**config.mk**
```make
export PLATFORM = sky130hd
export DESIGN_NAME = sport_device_flat
export DESIGN_NICKNAME = d
export VERILOG_FILES = /design/src/sport_pkg.sv /design/src/sport_if.sv /design/src/sport_device.sv /design/src/flat_wrapper.sv
export VERILOG_INCLUDE_DIRS = /design/src
export SDC_FILE = /design/constraint.sdc
export NUM_CORES = 1
export LEC_CHECK = 0
export BUFFER_PORTS_ARGS = -buffer_cell sky130_fd_sc_hd__clkbuf_2
export CAP_MARGIN = 25
export CORE_UTILIZATION = 54
export CTS_BUF_LIST = sky130_fd_sc_hd__clkbuf_4
export CTS_CLUSTER_SIZE = 14
export DETAILED_ROUTE_END_ITERATION = 10
export GPL_TIMING_DRIVEN = 0
export PLACE_DENSITY = 0.7
export SLEW_MARGIN = 10
export SYNTH_ARGS = -nofsm -noshare
export SYNTH_HDL_FRONTEND = slang
export SYNTH_SLANG_ARGS = --single-unit
```
**constraint.sdc**
```tcl
create_clock -name CLK -period 3.4 [get_ports CLK]
set_clock_uncertainty 0.15 [all_clocks]
set_input_delay 0.51 -clock CLK [delete_from_list [all_inputs] [get_ports CLK]]
set_output_delay 0.51 -clock CLK [all_outputs]
set_load 0.01 [all_outputs]
```
**src/sport_defines.svh**
```systemverilog
// Purpose: Constants for the serial register access port, both ends.
// Assumes: Included by the package and by both end modules.
// Notes: Timing counts are in cycles of the 200 MHz system clock.
`ifndef SPORT_DEFINES_SVH
`define SPORT_DEFINES_SVH
`define SP_INSTR_BITS 5
`define SP_ADDR_BITS 11
`define SP_DATA_BITS 8
`define SP_HDR_BITS 16
`define SP_CLK_MHZ 200
`define SP_SCLK_HALF_NS 250
`define SP_SCLK_HALF_CYC ((`SP_SCLK_HALF_NS * `SP_CLK_MHZ) / 1000)
`define SP_CSH_NS 100
`define SP_CSH_CYC ((`SP_CSH_NS * `SP_CLK_MHZ + 999) / 1000)
`define SP_READ_CODE 5'h10
`define SP_WRITE_CODE 5'h00
`endif

```
**src/sport_pkg.sv**
```systemverilog
// Purpose: Types shared by the serial register access port ends.
// Assumes: The defines header is on the include path.
// Notes: Holds state types only; numbers live in the header.
`include "sport_defines.svh"
package sport_pkg;
  typedef enum {DEV_IDLE, DEV_HDR, DEV_WDATA, DEV_RDATA, DEV_DONE} dev_state_t;
  typedef enum {HST_IDLE, HST_LOW, HST_HIGH, HST_END, HST_GAP} hst_state_t;
endpackage

```
**src/sport_if.sv**
```systemverilog
// Purpose: Serial link between host and device ends.
// Assumes: Host resolves the data output wire from its enable.
// Notes: No clocking block; plain wires.
`timescale 1ns/100ps
interface sport_if;
  logic cs_n;
  logic sclk;
  logic sdi;
  logic sdo;
  logic sdo_oe;
  modport device (input cs_n, input sclk, input sdi, output sdo, output sdo_oe);
  modport host (output cs_n, output sclk, output sdi, input sdo, input sdo_oe);
endinterface

```
**src/sport_device.sv**
```systemverilog
// Purpose: Device end: decodes serial frames, holds register storage.
// Assumes: Link pins are asynchronous and sampled by CLK.
// Notes: Register array is small; depth is its own parameter (DEPTH, 64), not the address width.
//   Every link pin crosses two flip-flops, so a frame edge is seen about three cycles late.
//   The serial clock must stay well below a quarter of CLK; 2 MHz leaves ample margin.
`timescale 1ns/100ps
`include "sport_defines.svh"
module sport_device
  import sport_pkg::*;
#(
  parameter int AW = `SP_ADDR_BITS,
  parameter int DW = `SP_DATA_BITS,
  parameter int DEPTH = 64
) (
  input wire logic CLK,
  input wire logic RST,
  sport_if.device LINK,
  output logic WR_STB,
  output logic [AW-1:0] WR_ADDR,
  output logic [DW-1:0] WR_DATA,
  output logic BUSY
);
  // Pin order in the synchroniser bank: select, serial clock, data in.
  localparam int NPIN = 3;
  localparam logic [NPIN-1:0] PIN_IDLE = 3'h1;
  logic [NPIN-1:0] pin_raw;
  logic [NPIN-1:0] pin_meta_reg;
  logic [NPIN-1:0] pin_sync_reg;
  logic cs_s, sclk_s, sdi_s;
  logic cs_d_reg, sclk_d_reg;

  // Sequencer, shift and write-port registers with their next values.
  dev_state_t state_reg, state_next;
  logic [4:0] cnt_reg, cnt_next;
  logic [15:0] hdr_reg, hdr_next;
  logic [DW-1:0] sh_reg, sh_next;
  logic oe_reg, oe_next;
  logic sdo_reg, sdo_next;
  logic wstb_reg, wstb_next;
  logic [AW-1:0] waddr_reg, waddr_next;
  logic [DW-1:0] wdata_reg, wdata_next;

  // Storage, one byte per mapped address.
  logic [DW-1:0] mem [DEPTH];
  // Decoded edges and level of the synchronised pins.
  logic cs_fall, cs_rise, sclk_rise, sclk_fall, cs_low;

  // Two-stage synchronisers, one per link pin; only the second stage feeds logic.
  assign pin_raw = {LINK.sdi, LINK.sclk, LINK.cs_n};
  for (genvar i = 0; i < NPIN; i++) begin : g_sync
    always_ff @(posedge CLK) begin
      if (RST) begin
        pin_meta_reg[i] <= PIN_IDLE[i];
        pin_sync_reg[i] <= PIN_IDLE[i];
      end else begin
        pin_meta_reg[i] <= pin_raw[i];
        pin_sync_reg[i] <= pin_meta_reg[i];
      end
    end
  end
  assign cs_s = pin_sync_reg[0];
  assign sclk_s = pin_sync_reg[1];
  assign sdi_s = pin_sync_reg[2];

  // Delayed copies reset to the idle pin levels, so no false edge follows reset.
  always_ff @(posedge CLK) begin
    if (RST) begin
      cs_d_reg <= 1'b1;
      sclk_d_reg <= 1'b0;
    end else begin
      cs_d_reg <= cs_s;
      sclk_d_reg <= sclk_s;
    end
  end

  // Edge detection on the synchronised select and serial clock.
  assign cs_low = ~cs_s;
  assign cs_fall = cs_d_reg & ~cs_s;
  assign cs_rise = ~cs_d_reg & cs_s;
  assign sclk_rise = ~sclk_d_reg & sclk_s;
  assign sclk_fall = sclk_d_reg & ~sclk_s;

  // Address decode shared by the read mux and the storage write.
  function automatic logic addr_hit(input logic [AW-1:0] a);
    addr_hit = (a < AW'(DEPTH));
  endfunction

  // Reads return zero outside the storage so a stray address is harmless.
  function automatic logic [DW-1:0] rd_word(input logic [AW-1:0] a);
    rd_word = addr_hit(a) ? mem[a[$clog2(DEPTH)-1:0]] : '0;
  endfunction

  // Frame sequencer: header, then a data byte in or out.
  always_comb begin
    state_next = state_reg;
    cnt_next = cnt_reg;
    hdr_next = hdr_reg;
    sh_next = sh_reg;
    oe_next = oe_reg;
    sdo_next = sdo_reg;
    wstb_next = 1'b0;
    waddr_next = waddr_reg;
    wdata_next = wdata_reg;
    // A deselected port returns to idle and drops its output enable, so a cut frame leaves no trace.
    if (cs_rise || !cs_low) begin
      state_next = DEV_IDLE;
      oe_next = 1'b0;
    end else begin
      case (state_reg)
        // Only a select fall opens a frame; a select held low through reset reads as one, since the select synchroniser resets high.
        DEV_IDLE: begin
          if (cs_fall) begin
            state_next = DEV_HDR;
            cnt_next = 5'h00;
          end
        end
        // Instruction and address share one 16-bit shift register.
        DEV_HDR: begin
          if (sclk_rise) begin
            hdr_next = {hdr_reg[14:0], sdi_s};
            cnt_next = cnt_reg + 5'h01;
            // On the last header bit the instruction's top bit sits at position 14.
            if (cnt_reg == 5'(`SP_HDR_BITS - 1)) begin
              cnt_next = 5'h00;
              if (hdr_reg[14]) begin
                state_next = DEV_RDATA;
                sh_next = rd_word(AW'({hdr_reg[9:0], sdi_s}));
              end else begin
                state_next = DEV_WDATA;
              end
            end
          end
        end
        // Each serial fall puts out the next bit; the rise after the eighth ends it.
        DEV_RDATA: begin
          if (sclk_fall) begin
            oe_next = 1'b1;
            sdo_next = sh_reg[DW-1];
            sh_next = {sh_reg[DW-2:0], 1'b0};
            cnt_next = cnt_reg + 5'h01;
          end else if (sclk_rise && cnt_reg == 5'(DW)) begin
            state_next = DEV_DONE;
          end
        end
        // The strobe is raised only when the whole byte has arrived.
        DEV_WDATA: begin
          if (sclk_rise) begin
            sh_next = {sh_reg[DW-2:0], sdi_s};
            cnt_next = cnt_reg + 5'h01;
            if (cnt_reg == 5'(DW - 1)) begin
              wstb_next = 1'b1;
              waddr_next = AW'(hdr_reg[10:0]);
              wdata_next = {sh_reg[DW-2:0], sdi_s};
              state_next = DEV_DONE;
            end
          end
        end
        // Extra clocks after the byte are ignored until select rises.
        DEV_DONE: begin
          if (sclk_fall) begin
            oe_next = 1'b0;
          end
        end
        // An illegal state falls back to waiting for a select edge.
        default: state_next = DEV_IDLE;
      endcase
    end
  end

  // Register the sequencer state.
  always_ff @(posedge CLK) begin
    if (RST) begin
      state_reg <= DEV_IDLE;
      cnt_reg <= 5'h00;
      hdr_reg <= 16'h0000;
      sh_reg <= '0;
      oe_reg <= 1'b0;
      sdo_reg <= 1'b0;
      wstb_reg <= 1'b0;
      waddr_reg <= '0;
      wdata_reg <= '0;
    end else begin
      state_reg <= state_next;
      cnt_reg <= cnt_next;
      hdr_reg <= hdr_next;
      sh_reg <= sh_next;
      oe_reg <= oe_next;
      sdo_reg <= sdo_next;
      wstb_reg <= wstb_next;
      waddr_reg <= waddr_next;
      wdata_reg <= wdata_next;
    end
  end

  // Storage is written one cycle after the last data bit lands.
  always_ff @(posedge CLK) begin
    if (wstb_reg && addr_hit(waddr_reg)) begin
      mem[waddr_reg[$clog2(DEPTH)-1:0]] <= wdata_reg;
    end
  end

  // Link and write-port outputs come straight from flip-flops; BUSY is decoded.
  assign LINK.sdo = sdo_reg;
  assign LINK.sdo_oe = oe_reg;
  assign WR_STB = wstb_reg;
  assign WR_ADDR = waddr_reg;
  assign WR_DATA = wdata_reg;
  assign BUSY = (state_reg != DEV_IDLE);
endmodule // sport_device

```
**src/flat_wrapper.sv**
```systemverilog
// flat-port wrapper written by rule: the top's interface ports become plain ports
module sport_device_flat import sport_pkg::*;
#(
  parameter int AW = `SP_ADDR_BITS,
  parameter int DW = `SP_DATA_BITS,
  parameter int DEPTH = 64
)
  (CLK, RST, WR_STB, WR_ADDR, WR_DATA, BUSY, LINK_cs_n, LINK_sclk, LINK_sdi, LINK_sdo, LINK_sdo_oe);
  sport_if LINK_i ();
  input wire logic CLK;
  input wire logic RST;
  output logic WR_STB;
  output logic [AW-1:0] WR_ADDR;
  output logic [DW-1:0] WR_DATA;
  output logic BUSY;
  input wire logic [$bits(LINK_i.cs_n)-1:0] LINK_cs_n;
  input wire logic [$bits(LINK_i.sclk)-1:0] LINK_sclk;
  input wire logic [$bits(LINK_i.sdi)-1:0] LINK_sdi;
  output wire logic [$bits(LINK_i.sdo)-1:0] LINK_sdo;
  output wire logic [$bits(LINK_i.sdo_oe)-1:0] LINK_sdo_oe;
  assign LINK_i.cs_n = LINK_cs_n;
  assign LINK_i.sclk = LINK_sclk;
  assign LINK_i.sdi = LINK_sdi;
  assign LINK_sdo = LINK_i.sdo;
  assign LINK_sdo_oe = LINK_i.sdo_oe;
  sport_device #(.AW(AW), .DW(DW), .DEPTH(DEPTH)) u_core (.CLK(CLK), .RST(RST), .LINK(LINK_i), .WR_STB(WR_STB), .WR_ADDR(WR_ADDR), .WR_DATA(WR_DATA), .BUSY(BUSY));
endmodule
```
# Word level (Yosys, flattened, before mapping)

Memory sizes are Yosys's and may differ from the RTL's.
Cells that the tools add are included.
Widths: inputs -> output; s select.

Latch bits: 0
Input port bits: 5
Bits in writable memories: 512
Memories: 1
Word-level logic and storage cells: 95
Register bits after elaboration: 90
Memory bits (read-only): 0

Memories:

| name       | words | bits a word | rd ports | clocked after memory_dff | write ports | line               | text |
|---|---|---|---|---|---|---|---|
| u_core.mem | 64    | 8           | 1        | 0                        | 1           | sport_device.sv:44 | `logic [DW-1:0] mem [DEPTH];` |

Equal/unequal tests: 17
$add $sub $neg: 1
Shift-type cells: 0
Mux-type cells: 28
Bitwise gates (word level): 12
$lt $le $gt $ge: 2
Reductions and logical operators: 17
Div/mod/pow operators: 0
Multipliers: 0

Operator list:

| kind                | number |
|---|---|
| $mux 32             | 7 |
| $pmux 32 s5         | 1 |
| $eq 32x2->1 const B | 2 |
| $mux 8              | 6 |
| $eq 32x1->1 const B | 1 |
| $eq 32x3->1 const B | 1 |
| $logic_not 32->1    | 1 |
| $reduce_bool 32->1  | 1 |
| $mux 5              | 5 |
| $pmux 8 s3          | 1 |
| $lt 11x7->1 const B | 2 |
| $pmux 5 s4          | 1 |
| $ne 2x1->1 const B  | 9 |
| $eq 5x4->1 const B  | 2 |
| $reduce_and 3->1    | 3 |
| $not 1->1           | 8 |
| $reduce_and 8->1    | 1 |
| $reduce_and 7->1    | 1 |
| $mux 1              | 6 |
| $reduce_and 6->1    | 1 |
| $add 5x1->5 const B | 1 |
| $eq 5x3->1 const B  | 1 |
| $and 1x1->1         | 4 |
| $reduce_and 4->1    | 1 |
| 9 further kinds     | 10 |

# Logic depth before layout (Yosys ltp)

Word-level depth: 6
Mapped depth: 11

# Worst setup path after synthesis

Ideal clock, no wire load.

Path kind: register -> register
Start point: register u_core.cnt_reg[0]
End point: register u_core.sh_reg[1]
Cell stages (with the launch flop): 11
Buffers on the path: 1
Library setup time: 0.134 ns
Data arrival time: 2.212 ns
Setup slack: 0.904 ns
Path through: dfxtp_1 > ha_1 > and3_1 > ha_1 > nor2b_1 > nand3_1 > a31oi_1 > buf_4 > o2111ai_1 > a21boi_0 > or4_1

Cells in the longest elaborated chain, start to end: 3

RTL lines:

| element                    | line                | text |
|---|---|---|
| start: declaration         | sport_device.sv:34  | `logic [4:0] cnt_reg, cnt_next;` |
| start signal: assignment   | sport_device.sv:184 | `cnt_reg <= cnt_next;` |
| $eq 5x4->1                 | sport_device.sv:123 | `` if (cnt_reg == 5'(`SP_HDR_BITS - 1)) begin `` |
| $ne 2x1->1 (no line)       | --                  |  |
| $reduce_and 7->1 (no line) | --                  |  |
| end signal: assignment     | sport_device.sv:186 | `sh_reg <= sh_next;` |
| end: declaration           | sport_device.sv:36  | `logic [DW-1:0] sh_reg, sh_next;` |

No other way between the ends.
A chain may end at the register's enable or synchronous reset.

# Final worst setup path

Start point: register u_core.hdr_reg[1]
End point: register u_core.sh_reg[0]

Cells in the longest elaborated chain, start to end: 6
Elaborated cells on any way between the ends: 7
Classes of those cells: order compare (1); mux (5); memory (1)

RTL lines:

| element                                     | line                | text |
|---|---|---|
| start: declaration                          | sport_device.sv:35  | `logic [15:0] hdr_reg, hdr_next;` |
| start signal: assignment                    | sport_device.sv:185 | `hdr_reg <= hdr_next;` |
| $mem_v2 64x8 or $lt 11x7->1 (tied branches) | --                  |  |
| $mux 8 (*)                                  | sport_device.sv:90  | `rd_word = addr_hit(a) ? mem[a[$clog2(DEPTH)-1:0]] : '0;` |
| $mux 8 (*)                                  | sport_device.sv:125 | `if (hdr_reg[14]) begin` |
| $mux 8 (*)                                  | sport_device.sv:123 |  |
| $mux 8 (*)                                  | sport_device.sv:119 | `if (sclk_rise) begin` |
| $pmux 8 s3 (*)                              | sport_device.sv:109 | `case (state_reg)` |

Mark *: on every way between the ends. The rest lies on a longest branch, timed or not. The select of a mux whose other input is x is not followed.

==> flow_summary.json <==
{
  "post_drt_via_cell_ratio": 6.28,
  "track_usage_pct": 30.3,
  "synth_compound_area_share_pct": 4.19,
  "critPathCaptureType": "register",
  "fin_area_um2": 25600,
  "grt_pass1_vias": 13163,
  "final_common_cell": "edfxtp_1",
  "maxCapViolations": 0,
  "ant_nets": 0,
  "synth-seq-cells": 573,
  "finalSetupTns_ns": 0,
  "htree_levels": 4,
  "drc_errors": 0,
  "final_critical_path_setup_slack_ns": 0.128,
  "setup_violations": 0,
  "avgSynthCellArea_um2": 17.9,
  "cts_tree": "done",
  "dp_slack_ns": -0.0139,
  "clock_latency_ns": 0.98,
  "core.rowCount": 74,
  "period_needed_ns": 3.27,
  "antenna_found_initial": 2,
  "fmax_mhz": 306,
  "drtIter0Drc": 1695,
  "cts_root_buffer": "clkbuf_4",
  "syn_area_um2": 22700,
  "synth-adder-area-share_pct": 0.220,
  "die_h_um": 207,
  "path_max_fanout": 10,
  "top_usage_layer": "met2",
  "dieArea_um2": 42900,
  "yosys.area_share.simple_pct": 6.03,
  "rsz0062_at_grt": "no",
  "routed_wl_mm": 62.7,
  "gr-total-overflow": 0,
  "hp-class": "input pin to register",
  "dr.pass1.iters": 6,
  "synth_edf_count": 512,
  "fin_crit_sh_pct": 96.2,
  "routedWlPerCell_um": 29.9,
  "clockBufferDepth": 3,
  "startpoint_type": "register",
  "synth_flop_cell": "edfxtp_1",
  "path_class": "register to register",
  "met1_usage_pct": 42.2,
  "use_met2_pct": 46.7,
  "tightest_slew_ns": 0.977,
  "vias": 13189,
  "grt_max_degree": 67,
  "synth_top_family_by_area": "multiplexers",
  "gp_congestion": 0.966,
  "crit_arrival_ns": 3.93,
  "leakage_nw": 8.22,
  "yosysUniqueCellTypes": 59,
  "required_ns": 4.05,
  "coreArea_um2": 41200,
  "fin_nets": 1468,
  "syn_inst": 1272,
  "power-per-cell-area_nw_per_um2": 532,
  "finalMaxSlewViolations": 0,
  "synth-seq-area-share_pct": 73.0,
  "post_cts_buffers": 0,
  "syn2layout_area_growth_pct": 12.7,
  "hold_violations": 0,
  "drive_gt1_share_pct": 28.1,
  "pin_count": 28,
  "synth_warnings": 0,
  "placed_cell_area_um2": 23700,
  "numPortBuffers": 26,
  "clkSlewWorstSetupHoldPaths_ns": 0.06,
  "synthXorXnorAreaFrac_pct": 0,
  "async_flop_share_pct": 0,
  "largest_reg_flops": 512,
  "status": "finished clean",
  "muxShareOfSynthArea_pct": 14.3,
  "hpwl_mm": 40.2,
  "syn_nets": 1281,
  "final_cell_mix": "edfxtp_1 (512), clkbuf_4 (206), nor2_1 (101), mux4_2 (101), nand2_1 (95)",
  "peakVddDrop_uv": 397,
  "grt_pass1_wl_mm": 90.2,
  "die_x_um": 207,
  "clock_sinks": 573,
  "cts-buffers-inserted": 146,
  "slew_headroom_pct": 34.6,
  "initial_core_util_pct": 55.2,
  "met3_usage_pct": 6.41
}
[final cells by class]
cell class / instances / area (um2)
well taps: 532 / 666
multi-input cells: 613 / 5640
plain buffers: 72 / 462
repair buffers: 40 / 354
inverters: 13 / 48.8
clock buffers: 205 / 1540
clock inverters: 49 / 298
flip-flops and latches: 573 / 16600
fillers: 2984 / 15600
diodes: 3 / 7.51
[cells by family (layout without fill, tap and decap cells)]
family          count (synthesis)  after routing
fa+ha+maj                       4              4
other cells                     0              3
buf+inv                        86            379
compound gates                142            142
simple gates                  296            296
mux                           171            171
flops                         573            573
[final timing paths]
check	start	cells past startpoint	endpoint	slack, ns
max	u_core.hdr_reg[1]	7	u_core.sh_reg[0]	0.13
min	LINK_cs_n	3	u_core.pin_meta_reg[0]	0.13
max reg2reg	u_core.hdr_reg[1]	7	u_core.sh_reg[0]	0.13
min reg2reg	u_core.pin_meta_reg[0]	1	u_core.cs_s	0.28
[report_power, final]
| group | switching (mW) | internal, mW |
|---|---|---|
| sequential | 0.00264 | 7.55 |
| clock | 2.77 | 3.09 |
| combinational | 0.115 | 0.0969 |
| total | 2.89 | 10.7 |
[critical path, stage by stage (launching register included)]
cell and delay (ns):
dfxtp_1 0.45, buf_1 0.50, buf_4 0.39, mux4_2 0.41, o32ai_1 0.52, nor4_1 0.18
a2111oi_0 0.38, nor3_1 0.09
[per-stage QoR]
step,power (mW),utilization (%),hold WS (ns),instances
after global placement,7.91,57.1,0.253,1830
after global routing,14.1,62.2,0.128,2100
after detailed placement,7.91,57.6,0.264,1839
after CTS,13.7,62.2,0.0522,2097
after floorplan,7.85,-,0.239,1272
final,13.6,62.2,0.125,2100
[layer usage]
metal  wire length (um)  part of all wire, %
met1              25300                   40
met2              29700                   47
met3               5830                  9.3
met4               1930                  3.1
met5                  0                    0
[synth_stat cells, drive strengths merged (6+ instances only)]
cell type  number  share of area (%)
o221ai          9               0.37
nor2b          27               0.74
a21oi          57                1.3
clkbuf         34               0.58
a211oi          9               0.30
o22a            7               0.27
nand3          18               0.40
edfxtp        512                 68
nor3           10               0.22
nor2          104                1.8
a2111oi         8               0.34
a31oi           7               0.19
buf            39                1.4
a22oi          10               0.33
mux2           17               0.84
nand3b          7               0.23
inv            13               0.21
mux4          117                 12
mux2i          37                1.6
dfxtp          61                5.4
o21ai           6               0.13
o22ai           9               0.28
nand2          95                1.6
or3             7               0.19
[what timing repair did]
item / CTS / global route
setup endpoints to repair: 3 / 2
endpoints found under the hold margin: 12 / 0
resized for setup: 3 / 3
cloned: 0 / 0
hold buffers: 5 / 0
Note: power is estimated with default switching activity, not from simulation.
